`config.mk`:
```
export PLATFORM = sky130hd
export DESIGN_NAME = rbt_regbus_debug
export DESIGN_NICKNAME = d
export VERILOG_FILES = /design/src/design/rbt_pkg.sv /design/src/design/rbt_regbus_debug.sv
export SDC_FILE = /design/constraint.sdc
export NUM_CORES = 1
export LEC_CHECK = 0
export BUFFER_PORTS_ARGS = -buffer_cell sky130_fd_sc_hd__buf_2
export CELL_PAD_IN_SITES_DETAIL_PLACEMENT = 1
export CELL_PAD_IN_SITES_GLOBAL_PLACEMENT = 2
export CORE_AREA = 5 5 285 287
export CTS_BUF_LIST = sky130_fd_sc_hd__clkbuf_4
export DETAILED_ROUTE_END_ITERATION = 6
export DIE_AREA = 0 0 290 292
export HOLD_SLACK_MARGIN = 0.15
export PLACE_DENSITY = 0.71
export SETUP_SLACK_MARGIN = 0.05
export SLEW_MARGIN = 10
export SYNTH_ARGS = -nofsm -noshare
export SYNTH_HDL_FRONTEND = slang
export SYNTH_SLANG_ARGS = --single-unit
```
`constraint.sdc`:
```
create_clock -name clk_sys -period 3.2 [get_ports clk_sys]
set_input_delay 0.32 -clock clk_sys [delete_from_list [all_inputs] [get_ports clk_sys]]
set_output_delay 0.32 -clock clk_sys [all_outputs]
set_load 0.005 [all_outputs]
```
`src/design/rbt_pkg.sv`:
```
// register map, field layout and shared types of the regbus timing/debug block
package rbt_pkg;

	// register byte offsets
	localparam logic [11:0] OFS_DBG_MODE = 12'h120;
	localparam logic [11:0] OFS_DBG_MUX  = 12'h124;
	localparam logic [11:0] OFS_HW_OVR   = 12'h128;
	localparam logic [11:0] OFS_DBG_RB   = 12'h12C;
	localparam logic [11:0] OFS_TIMING   = 12'h130;
	localparam logic [11:0] OFS_CQ_PTR   = 12'h740;
	localparam logic [11:0] OFS_CQ_WORD  = 12'h744;

	// reset values and writable-bit masks (reserved bits read zero)
	localparam logic [31:0] TIMING_RST  = 32'h0000207F;
	localparam logic [31:0] TIMING_MASK = 32'h8300737F;
	localparam logic [31:0] MODE_RST    = 32'h00000000;
	localparam logic [31:0] MODE_MASK   = 32'h001EFFFF;
	localparam logic [31:0] MUX_RST     = 32'h00000000;
	localparam logic [31:0] MUX_MASK    = 32'h00009F3F;
	localparam logic [31:0] HW_RST      = 32'h00000000;
	localparam logic [31:0] HW_MASK     = 32'h0000FFFF;
	localparam logic [31:0] CQ_PTR_MASK = 32'h000007FF;

	// timing register fields
	localparam int TM_SETUP_LSB = 0;
	localparam int TM_RESP_LSB  = 2;
	localparam int TM_RET_LSB   = 4;
	localparam int TM_ARB_LSB   = 8;
	localparam int TM_EXT_LSB   = 12;
	localparam int TM_LIN_DIS   = 24;
	localparam int TM_LEG_DIS   = 25;
	localparam int TM_TEST_RST  = 31;

	// debug mode select fields
	localparam int MODE_OUT_EN  = 0;
	localparam int MODE_IN_LOW  = 1;
	localparam int MODE_IN_HIGH = 2;
	localparam int MODE_IDDQ    = 3;
	localparam int SRC_LO       = 4;
	localparam int SRC_REGBUS   = 7;
	localparam int SRC_MEMCTRL  = 11;
	localparam int SRC_HOSTPATH = 17;
	localparam int SRC_HI       = 20;
	localparam int NUM_SRC      = SRC_HI - SRC_LO + 1;

	// debug mux / clock select fields
	localparam int MUX_LSB      = 0;
	localparam int BANK_LSB     = 4;
	localparam int CLK_LSB      = 8;
	localparam int CLK_INV      = 15;

	// hardware override bits
	localparam int HW_F2S       = 0;
	localparam int HW_S2F       = 1;
	localparam int HW_CP_RST    = 6;
	localparam int HW_PC_RST    = 7;
	localparam int HW_PE_RST    = 8;
	localparam int HW_REV       = 9;
	localparam int HW_SBA_DIS   = 12;

	// clock extension decode and aperture address width
	localparam logic [6:0] EXT_STEP = 7'h08;
	localparam logic [6:0] EXT_MAX  = 7'h40;
	localparam int         AP_AW    = 24;

	typedef enum logic [1:0] {
		ARB_RR,
		ARB_HOST,
		ARB_PARSER,
		ARB_RSVD
	} rbt_arb_t;

	// one register-bus request from host or command parser
	typedef struct packed {
		logic        req;
		logic        wr;
		logic        queued;
		logic [11:0] addr;
		logic [31:0] wdata;
	} rbt_req_t;

	// timing captured when a transaction is granted
	typedef struct packed {
		logic [6:0] setup;
		logic [6:0] resp;
		logic [6:0] ret;
		logic [6:0] ext;
	} rbt_timing_t;

	// single-entry read reuse cache
	typedef struct packed {
		logic             valid;
		logic             legacy;
		logic [AP_AW-1:0] addr;
		logic [31:0]      data;
	} rbt_cache_t;

	function automatic logic [6:0] rbt_ext_cycles(input logic [2:0] code);
		logic [6:0] r;
		r = (code == 3'h7) ? EXT_MAX : 7'(code) * EXT_STEP;
		return r;
	endfunction

endpackage

```
`src/design/rbt_regbus_debug.sv`:
```
// merged register bus timing, arbitration, read reuse and debug mux logic
//
// Function
// RQ1: address stands setup field plus one clocks
// RQ2: setup skipped only for queued register writes
// RQ3: register files get response field plus one
// RQ4: read data returns in return field plus one
// RQ5: two-bit policy arbitrates host against parser
// RQ6: extension code decodes to 0..48, 64 clocks
// RQ7: linear aperture reads reuse last data unless disabled
// RQ8: legacy aperture reads reuse last data unless disabled
// RQ9: output enable drives debug bus onto connector
// RQ10: two bits enable lower, upper debug inputs
// RQ11: quiescent bit sets mode, pulls switched off
// RQ12: register bus state may drive debug bus
// RQ13: host path state may drive debug bus
// RQ14: bits 4..20 each route one unit's debug; MODE_MASK leaves bit 16 unwritable, so it stays zero
// RQ15: mux and bank fields pick debug group
// RQ16: clock select routes one clock, zero gives 0
// RQ17: invert bit inverts selected test clock
// RQ18: readback field returns current debug bus value; readback keeps bus bits 10:0 only, so bits above read zero
// RQ19: two bits force transfers onto conventional bus
// RQ20: bits 6,7,8 hold soft resets while set
// RQ21: bit 9 selects reported port revision
// RQ22: bit 12 disables sideband address bus
// RQ23: timing changes affect only later transactions
module rbt_regbus_debug
	import rbt_pkg::*;
#(
	parameter int DBG_W = 11
) (
	// clock and reset
	input  wire logic                 clk_sys,
	input  wire logic                 resetn,
	// memory-mapped register port
	input  wire logic                 reg_req,
	input  wire logic                 reg_wr,
	input  wire logic [11:0]          reg_addr,
	input  wire logic [3:0]           reg_be,
	input  wire logic [31:0]          reg_wdata,
	output logic                      reg_ack_q,
	output logic [31:0]               reg_rdata_q,
	// register bus requesters
	input  wire rbt_req_t             host_req,
	output logic                      host_done_q,
	input  wire rbt_req_t             parser_req,
	output logic                      parser_done_q,
	output logic [31:0]               rsp_rdata_q,
	// merged register bus towards the register files
	output logic [11:0]               rb_addr_q,
	output logic [31:0]               rb_wdata_q,
	output logic                      rb_queued_q,
	output logic                      rb_wr_stb_q,
	output logic                      rb_rd_stb_q,
	input  wire logic [31:0]          rb_rdata,
	// aperture slave reads and pixel cache
	input  wire logic                 ap_rd_req,
	input  wire logic                 ap_wr,
	input  wire logic                 ap_legacy,
	input  wire logic [AP_AW-1:0]     ap_addr,
	output logic                      ap_rd_valid_q,
	output logic [31:0]               ap_rd_data_q,
	output logic                      pc_rd_req_q,
	output logic [AP_AW-1:0]          pc_rd_addr_q,
	input  wire logic                 pc_rd_valid,
	input  wire logic [31:0]          pc_rd_data,
	// debug sources, bus and pins
	input  wire logic [NUM_SRC-1:0][DBG_W-1:0] unit_dbg,
	output logic [NUM_SRC-1:0]        dbg_unit_sel_q,
	output logic [3:0]                dbg_mux_sel_q,
	output logic [1:0]                dbg_bank_sel_q,
	output logic [DBG_W-1:0]          dbg_bus_q,
	output logic                      dbg_bus_oe_q,
	output logic                      dbg_in_low_en_q,
	output logic                      dbg_in_high_en_q,
	output logic                      quiescent_current_mode_q,
	output logic                      pulls_off_q,
	input  wire logic [31:0]          tst_clk_src,
	output logic                      tst_clk_q,
	// hardware overrides
	output logic                      force_f2s_conventional_q,
	output logic                      force_s2f_conventional_q,
	output logic                      cmdproc_soft_reset_q,
	output logic                      pixcache_soft_reset_q,
	output logic                      pixengine_soft_reset_q,
	output logic                      port_revision_select_q,
	output logic                      sideband_bus_disable_q,
	output logic                      hostpath_test_reset_q,
	output logic [15:0]               hw_override_q,
	// command queue check values
	input  wire logic [10:0]          cq_chk_ptr,
	input  wire logic [31:0]          cq_chk_word
);

	if (DBG_W < 11 || DBG_W > 32) begin : g_chk
		$error("DBG_W must lie between 11 and 32");
	end

	typedef enum logic [2:0] {
		ST_IDLE,
		ST_SETUP,
		ST_RESP,
		ST_WSTB,
		ST_RET,
		ST_EXT
	} rbt_state_t;

	logic [31:0] timing_q, mode_q, mux_q;
	rbt_state_t  st_q, st_d;
	logic [6:0]  cnt_q, cnt_d, stay_q;
	rbt_timing_t tm_q;
	rbt_req_t    cur_q;
	logic        owner_q, rr_host_last_q;
	rbt_cache_t  cache_q;
	logic        pend_legacy_q;

	// byte-lane write merge; reserved bits are forced back to zero
	function automatic logic [31:0] be_merge(input logic [31:0] old,
		input logic [31:0] nw, input logic [3:0] be, input logic [31:0] msk);
		logic [31:0] r;
		r = old;
		for (int b = 0; b < 4; b++) begin
			if (be[b]) begin
				r[8*b +: 8] = nw[8*b +: 8];
			end
		end
		return r & msk;
	endfunction

	// register port decode
	wire wr_any    = reg_req && reg_wr;
	wire wr_timing = wr_any && (reg_addr == OFS_TIMING);
	wire wr_mode   = wr_any && (reg_addr == OFS_DBG_MODE);
	wire wr_mux    = wr_any && (reg_addr == OFS_DBG_MUX);
	wire wr_hw     = wr_any && (reg_addr == OFS_HW_OVR);
	wire [31:0] dbg_rb_word = 32'(dbg_bus_q) & 32'h000007FF;
	wire [31:0] rd_word =
		(reg_addr == OFS_DBG_MODE) ? mode_q :
		(reg_addr == OFS_DBG_MUX)  ? mux_q :
		(reg_addr == OFS_HW_OVR)   ? 32'(hw_override_q) :
		(reg_addr == OFS_DBG_RB)   ? dbg_rb_word :           // see RQ18
		(reg_addr == OFS_TIMING)   ? timing_q :
		(reg_addr == OFS_CQ_PTR)   ? 32'(cq_chk_ptr) & CQ_PTR_MASK :
		(reg_addr == OFS_CQ_WORD)  ? cq_chk_word : 32'h00000000;

	// software registers; unmapped writes are dropped, reads return zero
	always_ff @(posedge clk_sys or negedge resetn) begin
		if (!resetn) begin
			timing_q      <= TIMING_RST;
			mode_q        <= MODE_RST;
			mux_q         <= MUX_RST;
			hw_override_q <= HW_RST[15:0];
			reg_ack_q     <= 1'b0;
			reg_rdata_q   <= 32'h00000000;
		end else begin
			if (wr_timing) timing_q <= be_merge(timing_q, reg_wdata, reg_be,
				TIMING_MASK);
			if (wr_mode) mode_q <= be_merge(mode_q, reg_wdata, reg_be, MODE_MASK);
			if (wr_mux) mux_q <= be_merge(mux_q, reg_wdata, reg_be, MUX_MASK);
			if (wr_hw) hw_override_q <= 16'(be_merge(32'(hw_override_q),
				reg_wdata, reg_be, HW_MASK));
			reg_ack_q   <= reg_req;
			reg_rdata_q <= (reg_req && !reg_wr) ? rd_word : 32'h00000000;
		end
	end

	// arbitration; queued traffic ignores the policy and alternates
	wire      any_queued = host_req.queued || parser_req.queued;
	rbt_arb_t pol;
	assign pol = any_queued ? ARB_RR :
		rbt_arb_t'(timing_q[TM_ARB_LSB +: 2]);
	// a done pulse blocks grant for one cycle so a finished request is not
	// taken twice before its owner has dropped it
	wire blk      = host_done_q || parser_done_q;
	wire both     = host_req.req && parser_req.req;
	wire pick_par = parser_req.req && (!host_req.req ||
		(pol == ARB_PARSER) ||
		((pol == ARB_RR || pol == ARB_RSVD) && rr_host_last_q)); // see RQ5
	wire grant    = (st_q == ST_IDLE) && !blk &&
		(host_req.req || parser_req.req);
	rbt_req_t gnt_req;
	assign gnt_req = pick_par ? parser_req : host_req;
	wire gnt_direct = gnt_req.wr && gnt_req.queued;
	wire finish = ((st_q == ST_RET) || (st_q == ST_WSTB)) && (cnt_q == 7'h00);

	// timing of a new transaction, sampled only at grant
	rbt_timing_t tm_new;
	assign tm_new.setup = 7'(timing_q[TM_SETUP_LSB +: 2]);
	assign tm_new.resp  = 7'(timing_q[TM_RESP_LSB +: 2]);
	assign tm_new.ret   = 7'(timing_q[TM_RET_LSB +: 3]);
	assign tm_new.ext   = rbt_ext_cycles(timing_q[TM_EXT_LSB +: 3]); // see RQ6

	// transaction sequencer; each state but idle is left when its count reaches zero
	always_comb begin
		st_d  = st_q;
		cnt_d = cnt_q;
		case (st_q)
			ST_IDLE: if (grant) begin
				st_d  = gnt_direct ? ST_WSTB : ST_SETUP;              // see RQ2
				cnt_d = gnt_direct ? 7'h00 : tm_new.setup;            // see RQ1
			end
			ST_SETUP: if (cnt_q == 7'h00) begin
				st_d  = cur_q.wr ? ST_WSTB : ST_RESP;
				cnt_d = cur_q.wr ? 7'h00 : tm_q.resp;                 // see RQ3
			end else begin
				cnt_d = cnt_q - 7'h01;
			end
			ST_RESP: if (cnt_q == 7'h00) begin
				st_d  = ST_RET;
				cnt_d = tm_q.ret;                                     // see RQ4
			end else begin
				cnt_d = cnt_q - 7'h01;
			end
			ST_WSTB, ST_RET: if (cnt_q == 7'h00) begin
				st_d  = (tm_q.ext == 7'h00) ? ST_IDLE : ST_EXT;
				cnt_d = tm_q.ext - 7'h01;
			end else begin
				cnt_d = cnt_q - 7'h01;
			end
			ST_EXT: if (cnt_q == 7'h00) begin
				st_d = ST_IDLE;
			end else begin
				cnt_d = cnt_q - 7'h01;
			end
			default: st_d = ST_IDLE;
		endcase
	end

	// sequencer state and captured request
	always_ff @(posedge clk_sys or negedge resetn) begin
		if (!resetn) begin
			st_q           <= ST_IDLE;
			cnt_q          <= 7'h00;
			stay_q         <= 7'h00;
			tm_q           <= '0;
			cur_q          <= '0;
			owner_q        <= 1'b0;
			rr_host_last_q <= 1'b0;
		end else begin
			st_q   <= st_d;
			cnt_q  <= cnt_d;
			stay_q <= (st_d == st_q) ? stay_q + 7'h01 : 7'h00;
			if (grant) begin
				tm_q           <= tm_new;                             // see RQ23
				cur_q          <= gnt_req;
				owner_q        <= pick_par;
				rr_host_last_q <= !pick_par;
			end
		end
	end

	// register bus drive; strobes follow the state so setup precedes them, except for queued writes
	always_ff @(posedge clk_sys or negedge resetn) begin
		if (!resetn) begin
			rb_addr_q     <= 12'h000;
			rb_wdata_q    <= 32'h00000000;
			rb_queued_q   <= 1'b0;
			rb_wr_stb_q   <= 1'b0;
			rb_rd_stb_q   <= 1'b0;
			rsp_rdata_q   <= 32'h00000000;
			host_done_q   <= 1'b0;
			parser_done_q <= 1'b0;
		end else begin
			if (grant) begin
				rb_addr_q   <= gnt_req.addr;
				rb_wdata_q  <= gnt_req.wdata;
				rb_queued_q <= gnt_req.queued;
			end
			rb_wr_stb_q <= (st_d == ST_WSTB);                         // see RQ1
			rb_rd_stb_q <= (st_d == ST_RESP);                         // see RQ3
			if (st_q == ST_RESP && cnt_q == 7'h00) rsp_rdata_q <= rb_rdata;
			host_done_q   <= finish && !owner_q;                      // see RQ4
			parser_done_q <= finish && owner_q;
		end
	end

	// read reuse: one entry, cleared by any aperture write
	wire reuse_off = ap_legacy ? timing_q[TM_LEG_DIS] : timing_q[TM_LIN_DIS];
	wire hit = cache_q.valid && (cache_q.addr == ap_addr) &&
		(cache_q.legacy == ap_legacy) && !reuse_off;        // see RQ7 see RQ8
	always_ff @(posedge clk_sys or negedge resetn) begin
		if (!resetn) begin
			cache_q       <= '0;
			pend_legacy_q <= 1'b0;
			ap_rd_valid_q <= 1'b0;
			ap_rd_data_q  <= 32'h00000000;
			pc_rd_req_q   <= 1'b0;
			pc_rd_addr_q  <= '0;
		end else begin
			ap_rd_valid_q <= (ap_rd_req && hit) || pc_rd_valid;
			pc_rd_req_q   <= ap_rd_req && !hit;                 // see RQ7 see RQ8
			if (ap_rd_req && hit) begin
				ap_rd_data_q <= cache_q.data;
			end else if (pc_rd_valid) begin
				ap_rd_data_q <= pc_rd_data;
			end
			if (ap_rd_req && !hit) begin
				pc_rd_addr_q  <= ap_addr;
				pend_legacy_q <= ap_legacy;
			end
			if (ap_wr) begin
				cache_q.valid <= 1'b0;
			end else if (pc_rd_valid) begin
				cache_q <= '{1'b1, pend_legacy_q, pc_rd_addr_q, pc_rd_data};
			end
		end
	end

	// debug sources; the register bus slot shows this block's own state
	logic [NUM_SRC-1:0][DBG_W-1:0] src_masked;
	logic [DBG_W-1:0]              dbg_or;
	for (genvar i = 0; i < NUM_SRC; i++) begin : g_src
		if (i + SRC_LO == SRC_REGBUS) begin : g_own
			assign src_masked[i] = mode_q[SRC_REGBUS] ?              // see RQ12
				DBG_W'({owner_q, st_q, cnt_q}) : '0;
		end else begin : g_unit
			assign src_masked[i] = mode_q[i + SRC_LO] ?              // see RQ14
				unit_dbg[i] : '0;                                // see RQ13
		end
	end
	// several enabled units are ORed, so software should enable only one
	always_comb begin
		dbg_or = '0;
		for (int i = 0; i < NUM_SRC; i++) begin
			dbg_or = dbg_or | src_masked[i];
		end
	end

	// test clock mux; sampled by clk_sys, so only slow clocks are faithful
	wire [4:0] clk_sel = mux_q[CLK_LSB +: 5];
	wire       clk_pick = (clk_sel == 5'h00) ? 1'b0 :
		tst_clk_src[clk_sel] ^ mux_q[CLK_INV];              // see RQ16 see RQ17

	// debug pin outputs
	always_ff @(posedge clk_sys or negedge resetn) begin
		if (!resetn) begin
			dbg_bus_q <= '0;
			tst_clk_q <= 1'b0;
		end else begin
			dbg_bus_q <= dbg_or;
			tst_clk_q <= clk_pick;
		end
	end

	// register-held controls
	assign dbg_unit_sel_q   = mode_q[SRC_HI:SRC_LO];                  // see RQ14
	assign dbg_mux_sel_q    = mux_q[MUX_LSB +: 4];                    // see RQ15
	assign dbg_bank_sel_q   = mux_q[BANK_LSB +: 2];                   // see RQ15
	assign dbg_bus_oe_q     = mode_q[MODE_OUT_EN];                    // see RQ9
	assign dbg_in_low_en_q  = mode_q[MODE_IN_LOW];                    // see RQ10
	assign dbg_in_high_en_q = mode_q[MODE_IN_HIGH];                   // see RQ10
	assign quiescent_current_mode_q = mode_q[MODE_IDDQ];              // see RQ11
	assign pulls_off_q      = mode_q[MODE_IDDQ];                      // see RQ11
	assign force_f2s_conventional_q = hw_override_q[HW_F2S];          // see RQ19
	assign force_s2f_conventional_q = hw_override_q[HW_S2F];          // see RQ19
	assign cmdproc_soft_reset_q   = hw_override_q[HW_CP_RST];         // see RQ20
	assign pixcache_soft_reset_q  = hw_override_q[HW_PC_RST];         // see RQ20
	assign pixengine_soft_reset_q = hw_override_q[HW_PE_RST];         // see RQ20
	assign port_revision_select_q = hw_override_q[HW_REV];            // see RQ21
	assign sideband_bus_disable_q = hw_override_q[HW_SBA_DIS];        // see RQ22
	assign hostpath_test_reset_q  = timing_q[TM_TEST_RST];

	// checks on the sequencer, read reuse, debug and override logic
	a_setup_len: assert property (@(posedge clk_sys) disable iff (!resetn) // see RQ1
		(st_q == ST_SETUP && st_d != ST_SETUP) |-> stay_q == tm_q.setup)
		else $error("address setup length wrong");
	a_setup_strobe: assert property (@(posedge clk_sys) disable iff (!resetn) // see RQ1
		(st_q == ST_SETUP && st_d != ST_SETUP) |=> (rb_rd_stb_q || rb_wr_stb_q))
		else $error("no strobe after setup");
	a_queued_direct: assert property (@(posedge clk_sys) disable iff (!resetn) // see RQ2
		(grant && gnt_direct) |=> rb_wr_stb_q && rb_addr_q == $past(gnt_req.addr))
		else $error("queued write delayed");
	a_resp_len: assert property (@(posedge clk_sys) disable iff (!resetn) // see RQ3
		$fell(rb_rd_stb_q) |-> $past(stay_q) == tm_q.resp)
		else $error("read response length wrong");
	a_return_len: assert property (@(posedge clk_sys) disable iff (!resetn) // see RQ4
		(st_q == ST_RET && st_d != ST_RET) |=>
		((host_done_q || parser_done_q) && $past(stay_q) == tm_q.ret))
		else $error("read return length wrong");
	a_arb_host: assert property (@(posedge clk_sys) disable iff (!resetn) // see RQ5
		(grant && both && !any_queued && pol == ARB_HOST) |=> !owner_q)
		else $error("host priority not honoured");
	a_ext_len: assert property (@(posedge clk_sys) disable iff (!resetn) // see RQ6
		(st_q == ST_EXT && st_d == ST_IDLE) |-> stay_q == tm_q.ext - 7'h01)
		else $error("clock extension length wrong");
	a_lin_reuse: assert property (@(posedge clk_sys) disable iff (!resetn) // see RQ7
		(ap_rd_req && !ap_legacy && timing_q[TM_LIN_DIS]) |=>
		pc_rd_req_q && !ap_rd_valid_q)
		else $error("disabled linear reuse still served");
	a_clk_zero: assert property (@(posedge clk_sys) disable iff (!resetn) // see RQ16
		(clk_sel == 5'h00) |=> !tst_clk_q)
		else $error("test clock not zero for code 0");
	a_soft_reset: assert property (@(posedge clk_sys) disable iff (!resetn) // see RQ20
		(wr_hw && reg_be[0]) |=> cmdproc_soft_reset_q == $past(reg_wdata[HW_CP_RST]))
		else $error("soft reset bit not taken");

endmodule

```
==> results of run 1 <==
[critical path, delay by kind of cell]
| kind | cells | cell delay (ns) |
|---|---|---|
| AOI/OAI and AO/OA | 1 | 0.09 |
| buffers and inverters | 5 | 2.05 |
| and+or+nand+nor | 4 | 1.48 |
[cell families (layout without fill, tap and decap cells)]
family	after synthesis	in the layout	share of synthesized area, %
flops	328	328	52.11
mux	314	314	22.52
compound gates	267	267	12.19
simple gates	249	249	8.172
buf+inv	116	1355	3.229
xor+xnor	26	26	1.444
fa+ha+maj	4	4	0.3174
other cells	1	16	0.02378
[repair_timing]
item,CTS,global route
buffers inserted,0,2
resized for setup,0,3
endpoints found under the setup margin,0,20
endpoints found under the hold margin,615,0
hold buffers,399,0
[flip-flops by register name, summed over array words and instances (netlist names), 3 cells and up]
name / flops
rb_wdata_q: 32
dbg_bus_q: 11
cache_q: 58
mux_q: 12
mode_q: 20
rsp_rdata_q: 32
ap_rd_data_q: 32
timing_q: 15
hw_override_q: 16
tm_q: 9
st_q: 3
rb_addr_q: 12
cnt_q: 7
reg_rdata_q: 32
pc_rd_addr_q: 24
[synth_stat cells, drive strengths merged (4+ instances only)]
cell type,instances,area share (%)
a21oi,32,1.0
a221oi,51,2.8
a22o,54,3.0
a22oi,9,0.43
a31oi,5,0.20
and2,5,0.20
and3,11,0.44
buf,31,1.2
clkbuf,69,1.6
dfrtp,320,51
dfstp,8,1.3
ha,4,0.32
inv,16,0.38
mux2,262,19
mux2i,48,3.0
mux4,4,0.57
nand2,88,2.1
nand2b,13,0.52
nand3,9,0.29
nand4,16,0.63
nor2,39,1.0
nor3,20,0.67
nor3b,5,0.24
nor4,11,0.56
nor4b,4,0.22
o21ai,69,2.2
o221ai,5,0.28
o22ai,9,0.36
o31ai,4,0.19
or2,5,0.20
or3,8,0.32
or4,4,0.21
xnor2,25,1.4
[cell type report]
type | instances | area [um^2]
fill | 8958 | 52300
antenna | 15 | 37.54
clock buffer | 140 | 1051
tap | 1050 | 1314
sequential | 328 | 8218
inverter | 16 | 60.06
multi-input combinational | 861 | 7106
timing repair buffer | 1162 | 8031
clock inverter | 37 | 240.2
[final timing paths]
check                                    to  depth (start not counted)
max                                mux_q[9]                         10
min                                 owner_q                          4
max reg2reg                   dbg_bus_q[10]                          5
min reg2reg                ap_rd_data_q[28]                          1
max in group asynchronous    reg_rdata_q[7]                          4
min in group asynchronous  ap_rd_data_q[31]                          4
[through the flow]
stage	area, um^2	instances	utilization, %	worst slack (ns)	power (mW)
after global placement	20680	3016	26.40	0.2633	5.675
after floorplan	15770	1305	-	0.7179	5.009
after CTS	25980	3592	33.16	0.06458	10.51
after global routing	26040	3602	33.23	0.05645	10.94
final	26060	3609	33.26	0.03259	10.39
after detailed placement	20680	3016	26.40	0.2365	5.731
[routing by layer]
layer	vias up	GRT usage, %
met2	824	37.05
li1	7259	-
met3	167	7.857
met1	8269	23.51
met4	20	8.263
met5	-	0
[power by group through the flow]
stage | sequential [mW] | combinational (mW) | clock, mW
finish | 4.51 | 1.56 | 4.31
global route | 4.53 | 1.69 | 4.72
CTS | 4.50 | 1.53 | 4.48
detailed placement | 4.58 | 1.15 | 0
global placement | 4.56 | 1.12 | 0
floorplan | 4.55 | 0.455 | 0
==> results.sh, run 1 <==
export IMPL_grt_antenna_before_repair=34
export IMPL_clock_path_buffers=3
export IMPL_routabilityCongestion=0.8721
export IMPL_dieWidth_um=290
export IMPL_ios=736
export IMPL_maxCapViolCount=0
export IMPL_via_per_inst=4.583
export IMPL_rows=103
export IMPL_synthFlopType="dfrtp_1"
export IMPL_syn_to_final_growth_pct=65.23
export IMPL_p_switching_mw=2.899
export IMPL_worst_setup_path_start_kind="input port"
export IMPL_hold_ws_ns=0.2498
export IMPL_cp_slowest_cell="or4b_4"
export IMPL_end_kind="flip-flop"
export IMPL_p_clk_share_pct=41.5
export IMPL_detail_route_drc_violations=0
export IMPL_timing_slew_headroom_pct=27.20
export IMPL_p_seq_share_pct=43.4
export IMPL_crit_type="input port to flip-flop"
export IMPL_fin_skew_ns=0.08673
export IMPL_grt_remaining_overflow=0
export IMPL_clock_root_buffer="clkbuf_4"
export IMPL_io_buffers=703
export IMPL_r2r_start="mode_q[14]"
export IMPL_tns_ns=0
export IMPL_grt_pass1_wl_um=132800
export IMPL_min_delay_start="parser_req[46]"
export IMPL_irDropWorstVdd_mv=0.1878
export IMPL_drt_iter0_drc=732
export IMPL_start_util_pct=20.13
export IMPL_fmax_ghz=0.3157
export IMPL_layout_drive_gt1_share_pct=47.88
export IMPL_floorplan_die_height_um=292
export IMPL_worstHoldPathType="input port to flip-flop"
export IMPL_grt_pass1_vias=18671
export IMPL_ant_nets=0
export IMPL_hold_viol=0
export IMPL_grt_util_all_layers_pct=21.19
export IMPL_synthArstFlopShare_pct=100.0
export IMPL_crit_fanout=13
export IMPL_clk_pin_slew_ns=0.06
export IMPL_status="completed"
export IMPL_layout_commonest_cell="buf_2"
export IMPL_internal_power_mw=7.491
export IMPL_r2r_slack_ns=0.26
export IMPL_die_area_um2=84680
export IMPL_top_layer="met5"
export IMPL_grt_max_degree=79
export IMPL_route_met3_wl_um=8713
export IMPL_design_core_area_um2=78360
export IMPL_cts_buffers=97
export IMPL_period_share_pct=98.98
export IMPL_met2WireLength_um=46120
export IMPL_vias=16539
export IMPL_rsz0062_at_grt="no"
export IMPL_maxSlewViolCount=0
export IMPL_yosys_warnings=0
export IMPL_wirelength_um=93410
export IMPL_postSynthAreaPerCell_um2=12.08
export IMPL_swShare_pct=27.90
export IMPL_p_comb_share_pct=15.1
export IMPL_cp_common_cell="dlygate4sd3_1"
export IMPL_yosysSeqAreaShare_pct=52.11
export IMPL_fin_crit_ns=3.167
export IMPL_synth_edf_count=0
export IMPL_required_ns=3.99
export IMPL_htree_levels=3
export IMPL_setup_viol=0
export IMPL_crit_start="reg_addr[4]"
export IMPL_arrival_ns=3.96
export IMPL_clk_latency_ns=0.85
export IMPL_routedWlPerCell_um=25.88
export IMPL_synth_nets=1809
export IMPL_final_nets=2970
export IMPL_cp_cell_sequence="dlygate4sd3_1 > buf_2 > or4b_4 > or4_4 > buf_4 > nor2_4 > nand2_1 > dlygate4sd3_1 > o21ai_0 > dlygate4sd3_1"
export IMPL_hpwlAfterDp_um=68560
export IMPL_max_stage_delay_ns=0.66
export IMPL_syn_inst=1305
export IMPL_powerDensity_nw_per_um2=398.7
export IMPL_cts_tree="yes"
export IMPL_firstDrtPassIters=5
export IMPL_synth_cell_type_count=73
export IMPL_drt_met1_wl_um=34850
export IMPL_final_cell_mix="buf_2 (702), dlygate4sd3_1 (398), dfrtp_1 (320)"
export IMPL_synth_area_um2=15770
export IMPL_worstMarginPinSlew_ns=1.092
export IMPL_ys_seq_elements=328
export IMPL_clkSinkCount=328
export IMPL_leakagePower_nw=12.69
Note: power is estimated with default switching activity, not from simulation.
==> run 2: changes to the inputs <==
CORE_AREA = 2 2 290 292   (was 5 5 285 287)
DIE_AREA = 0 0 292 294   (was 0 0 290 292)
PLACE_DENSITY = 0.69   (was 0.71)
==> run 2 against run 1 <==
Die area increased by 1.4%. Final cell count grew 1.1%. Design area up 1.2%. Setup slack improved by 0.031 ns. Flip-flop and latch count did not move. Critical path type unchanged. Largest power group unchanged. Highest routed layer unchanged.
==> results.sh, run 2 (synthesis gave the netlist of run 1 again) <==
export IMPL_routedWlPerCell_um=25.36
export IMPL_final_area_um2=26370
export IMPL_multi_input_area_um2=7103
export IMPL_final_cell_mix="buf_2 (702), dlygate4sd3_1 (429), dfrtp_1 (320)"
export IMPL_arrival_ns=3.89
export IMPL_placed_cell_area_um2=20740
export IMPL_p_comb_share_pct=15.4
export IMPL_crit_type="input port to flip-flop"
export IMPL_end_kind="flip-flop"
export IMPL_status="completed"
export IMPL_seq_area_um2=8218
export IMPL_fillerInstances=9426
export IMPL_htree_levels=3
export IMPL_clock_root_buffer="clkbuf_4"
export IMPL_grt_antenna_before_repair=27
export IMPL_tns_ns=0
export IMPL_grt_util_all_layers_pct=20.94
export IMPL_final_nets=2999
export IMPL_required_ns=3.96
export IMPL_setup_viol=0
export IMPL_start_util_pct=19.02
export IMPL_grt_pass1_vias=18653
export IMPL_floorplan_die_height_um=294
export IMPL_vias=16647
export IMPL_design_core_area_um2=82890
export IMPL_fin_util_pct=31.81
export IMPL_largest_reg_flops=58
export IMPL_firstDrtPassIters=6
export IMPL_p_clk_share_pct=40.6
export IMPL_clk_pin_slew_ns=0.07
export IMPL_fmax_ghz=0.3188
export IMPL_worstMarginPinSlew_ns=1.127
export IMPL_clkSinkCount=328
export IMPL_wirelength_um=92500
export IMPL_hpwlAfterDp_um=67920
export IMPL_ant_nets=0
export IMPL_rsz0062_at_grt="yes"
export IMPL_hold_viol=0
export IMPL_timing_slew_headroom_pct=24.86
export IMPL_io_buffers=703
export IMPL_fin_skew_ns=0.1036
export IMPL_worst_setup_path_start_kind="input port"
export IMPL_syn_to_final_growth_pct=67.19
export IMPL_maxSlewViolCount=0
export IMPL_cts_tree="yes"
export IMPL_leakagePower_nw=12.81
export IMPL_layout_drive_gt1_share_pct=47.31
export IMPL_routabilityCongestion=0.9137
export IMPL_layout_commonest_cell="buf_2"
export IMPL_die_area_um2=85850
export IMPL_maxCapViolCount=0
export IMPL_crit_fanout=11
export IMPL_regMostFlops="cache_q"
export IMPL_ios=736
export IMPL_swShare_pct=28.15
export IMPL_period_share_pct=98.02
export IMPL_clock_path_buffers=3
export IMPL_grt_max_degree=64
export IMPL_p_seq_share_pct=44.0
export IMPL_dieWidth_um=292
export IMPL_grt_remaining_overflow=0
export IMPL_cts_buffers=97
export IMPL_powerDensity_nw_per_um2=389.0
export IMPL_clk_latency_ns=0.87
export IMPL_grt_pass1_wl_um=130300
export IMPL_drt_iter0_drc=823
export IMPL_internal_power_mw=7.370
export IMPL_detail_route_drc_violations=0
export IMPL_worstHoldPathType="input port to flip-flop"
export IMPL_fin_crit_ns=3.137
export IMPL_via_per_inst=4.563
export IMPL_p_switching_mw=2.887
export IMPL_rows=106
export IMPL_irDropWorstVdd_mv=0.2009
[run 2: per-stage QoR]
step / cells / power [mW] / hold slack (ns) / setup WS, ns
detailed placement: 3043 / 5.739 / 0.3797 / 0.2128
global route: 3644 / 10.81 / 0.1808 / 0.03869
finish: 3648 / 10.26 / 0.2792 / 0.06323
CTS: 3639 / 10.40 / 0.1521 / 0.05630
global placement: 3043 / 5.676 / 0.3738 / 0.2588
floorplan: 1305 / 5.009 / 0.02441 / 0.7179
[run 2: cell type report]
| class | count | area share, % |
|---|---|---|
| timing repair buffer | 1191 | 31.84 |
| sequential | 328 | 31.17 |
| multi-input combinational | 861 | 26.94 |
| tap | 1080 | 5.125 |
| clock buffer | 143 | 4.072 |
| clock inverter | 23 | 0.5694 |
| inverter | 16 | 0.2278 |
| antenna | 6 | 0.05694 |
[run 2: path summary, 6_finish.rpt]
path | slack (ns) | from | cells after the start | to
worst max-delay path | 0.06 | reg_addr[1] | 10 | reg_rdata_q[7]
worst min-delay path | 0.28 | ap_addr[18] | 3 | pc_rd_addr_q[18]
worst max register to register | 0.17 | timing_q[9] | 9 | rb_wdata_q[15]
worst min register to register | 0.47 | cache_q[30] | 1 | ap_rd_data_q[30]
max in group asynchronous | 1.97 | resetn | 4 | mode_q[18]
min in group asynchronous | 0.73 | resetn | 4 | cache_q[18]
[run 2: power by group through the flow]
| stage | registers [mW] | logic [mW] | clock network, mW |
|---|---|---|---|
| after global placement | 4.55 | 1.12 | 0 |
| final | 4.51 | 1.58 | 4.16 |
| after CTS | 4.50 | 1.56 | 4.34 |
| after global routing | 4.54 | 1.70 | 4.56 |
| after floorplan | 4.55 | 0.455 | 0 |
| after detailed placement | 4.58 | 1.16 | 0 |
[run 2: repair_timing]
| item | in CTS | in global routing |
|---|---|---|
| buffers inserted | 0 | 1 |
| hold endpoints to repair | 611 | 0 |
| endpoints found under the setup margin | 0 | 13 |
| gates resized for setup | 0 | 2 |
| hold buffers | 430 | 0 |
[run 2: critical path: stages]
cell           delay (ns)
dlygate4sd3_1        0.55
buf_2                0.14
or4_1                0.68
or3_4                0.47
nor2_1               0.11
buf_4                0.25
a22oi_1              0.09
dlygate4sd3_1        0.60
a21oi_1              0.11
dlygate4sd3_1        0.55
[run 2: metal layers]
layer	vias to the layer above	track usage, %	share of wire, %
met5	-	0	0.20
met4	26	8.549	3.9
met3	192	6.911	8.8
met2	838	34.83	47
met1	8292	24.80	40
li1	7299	-	-
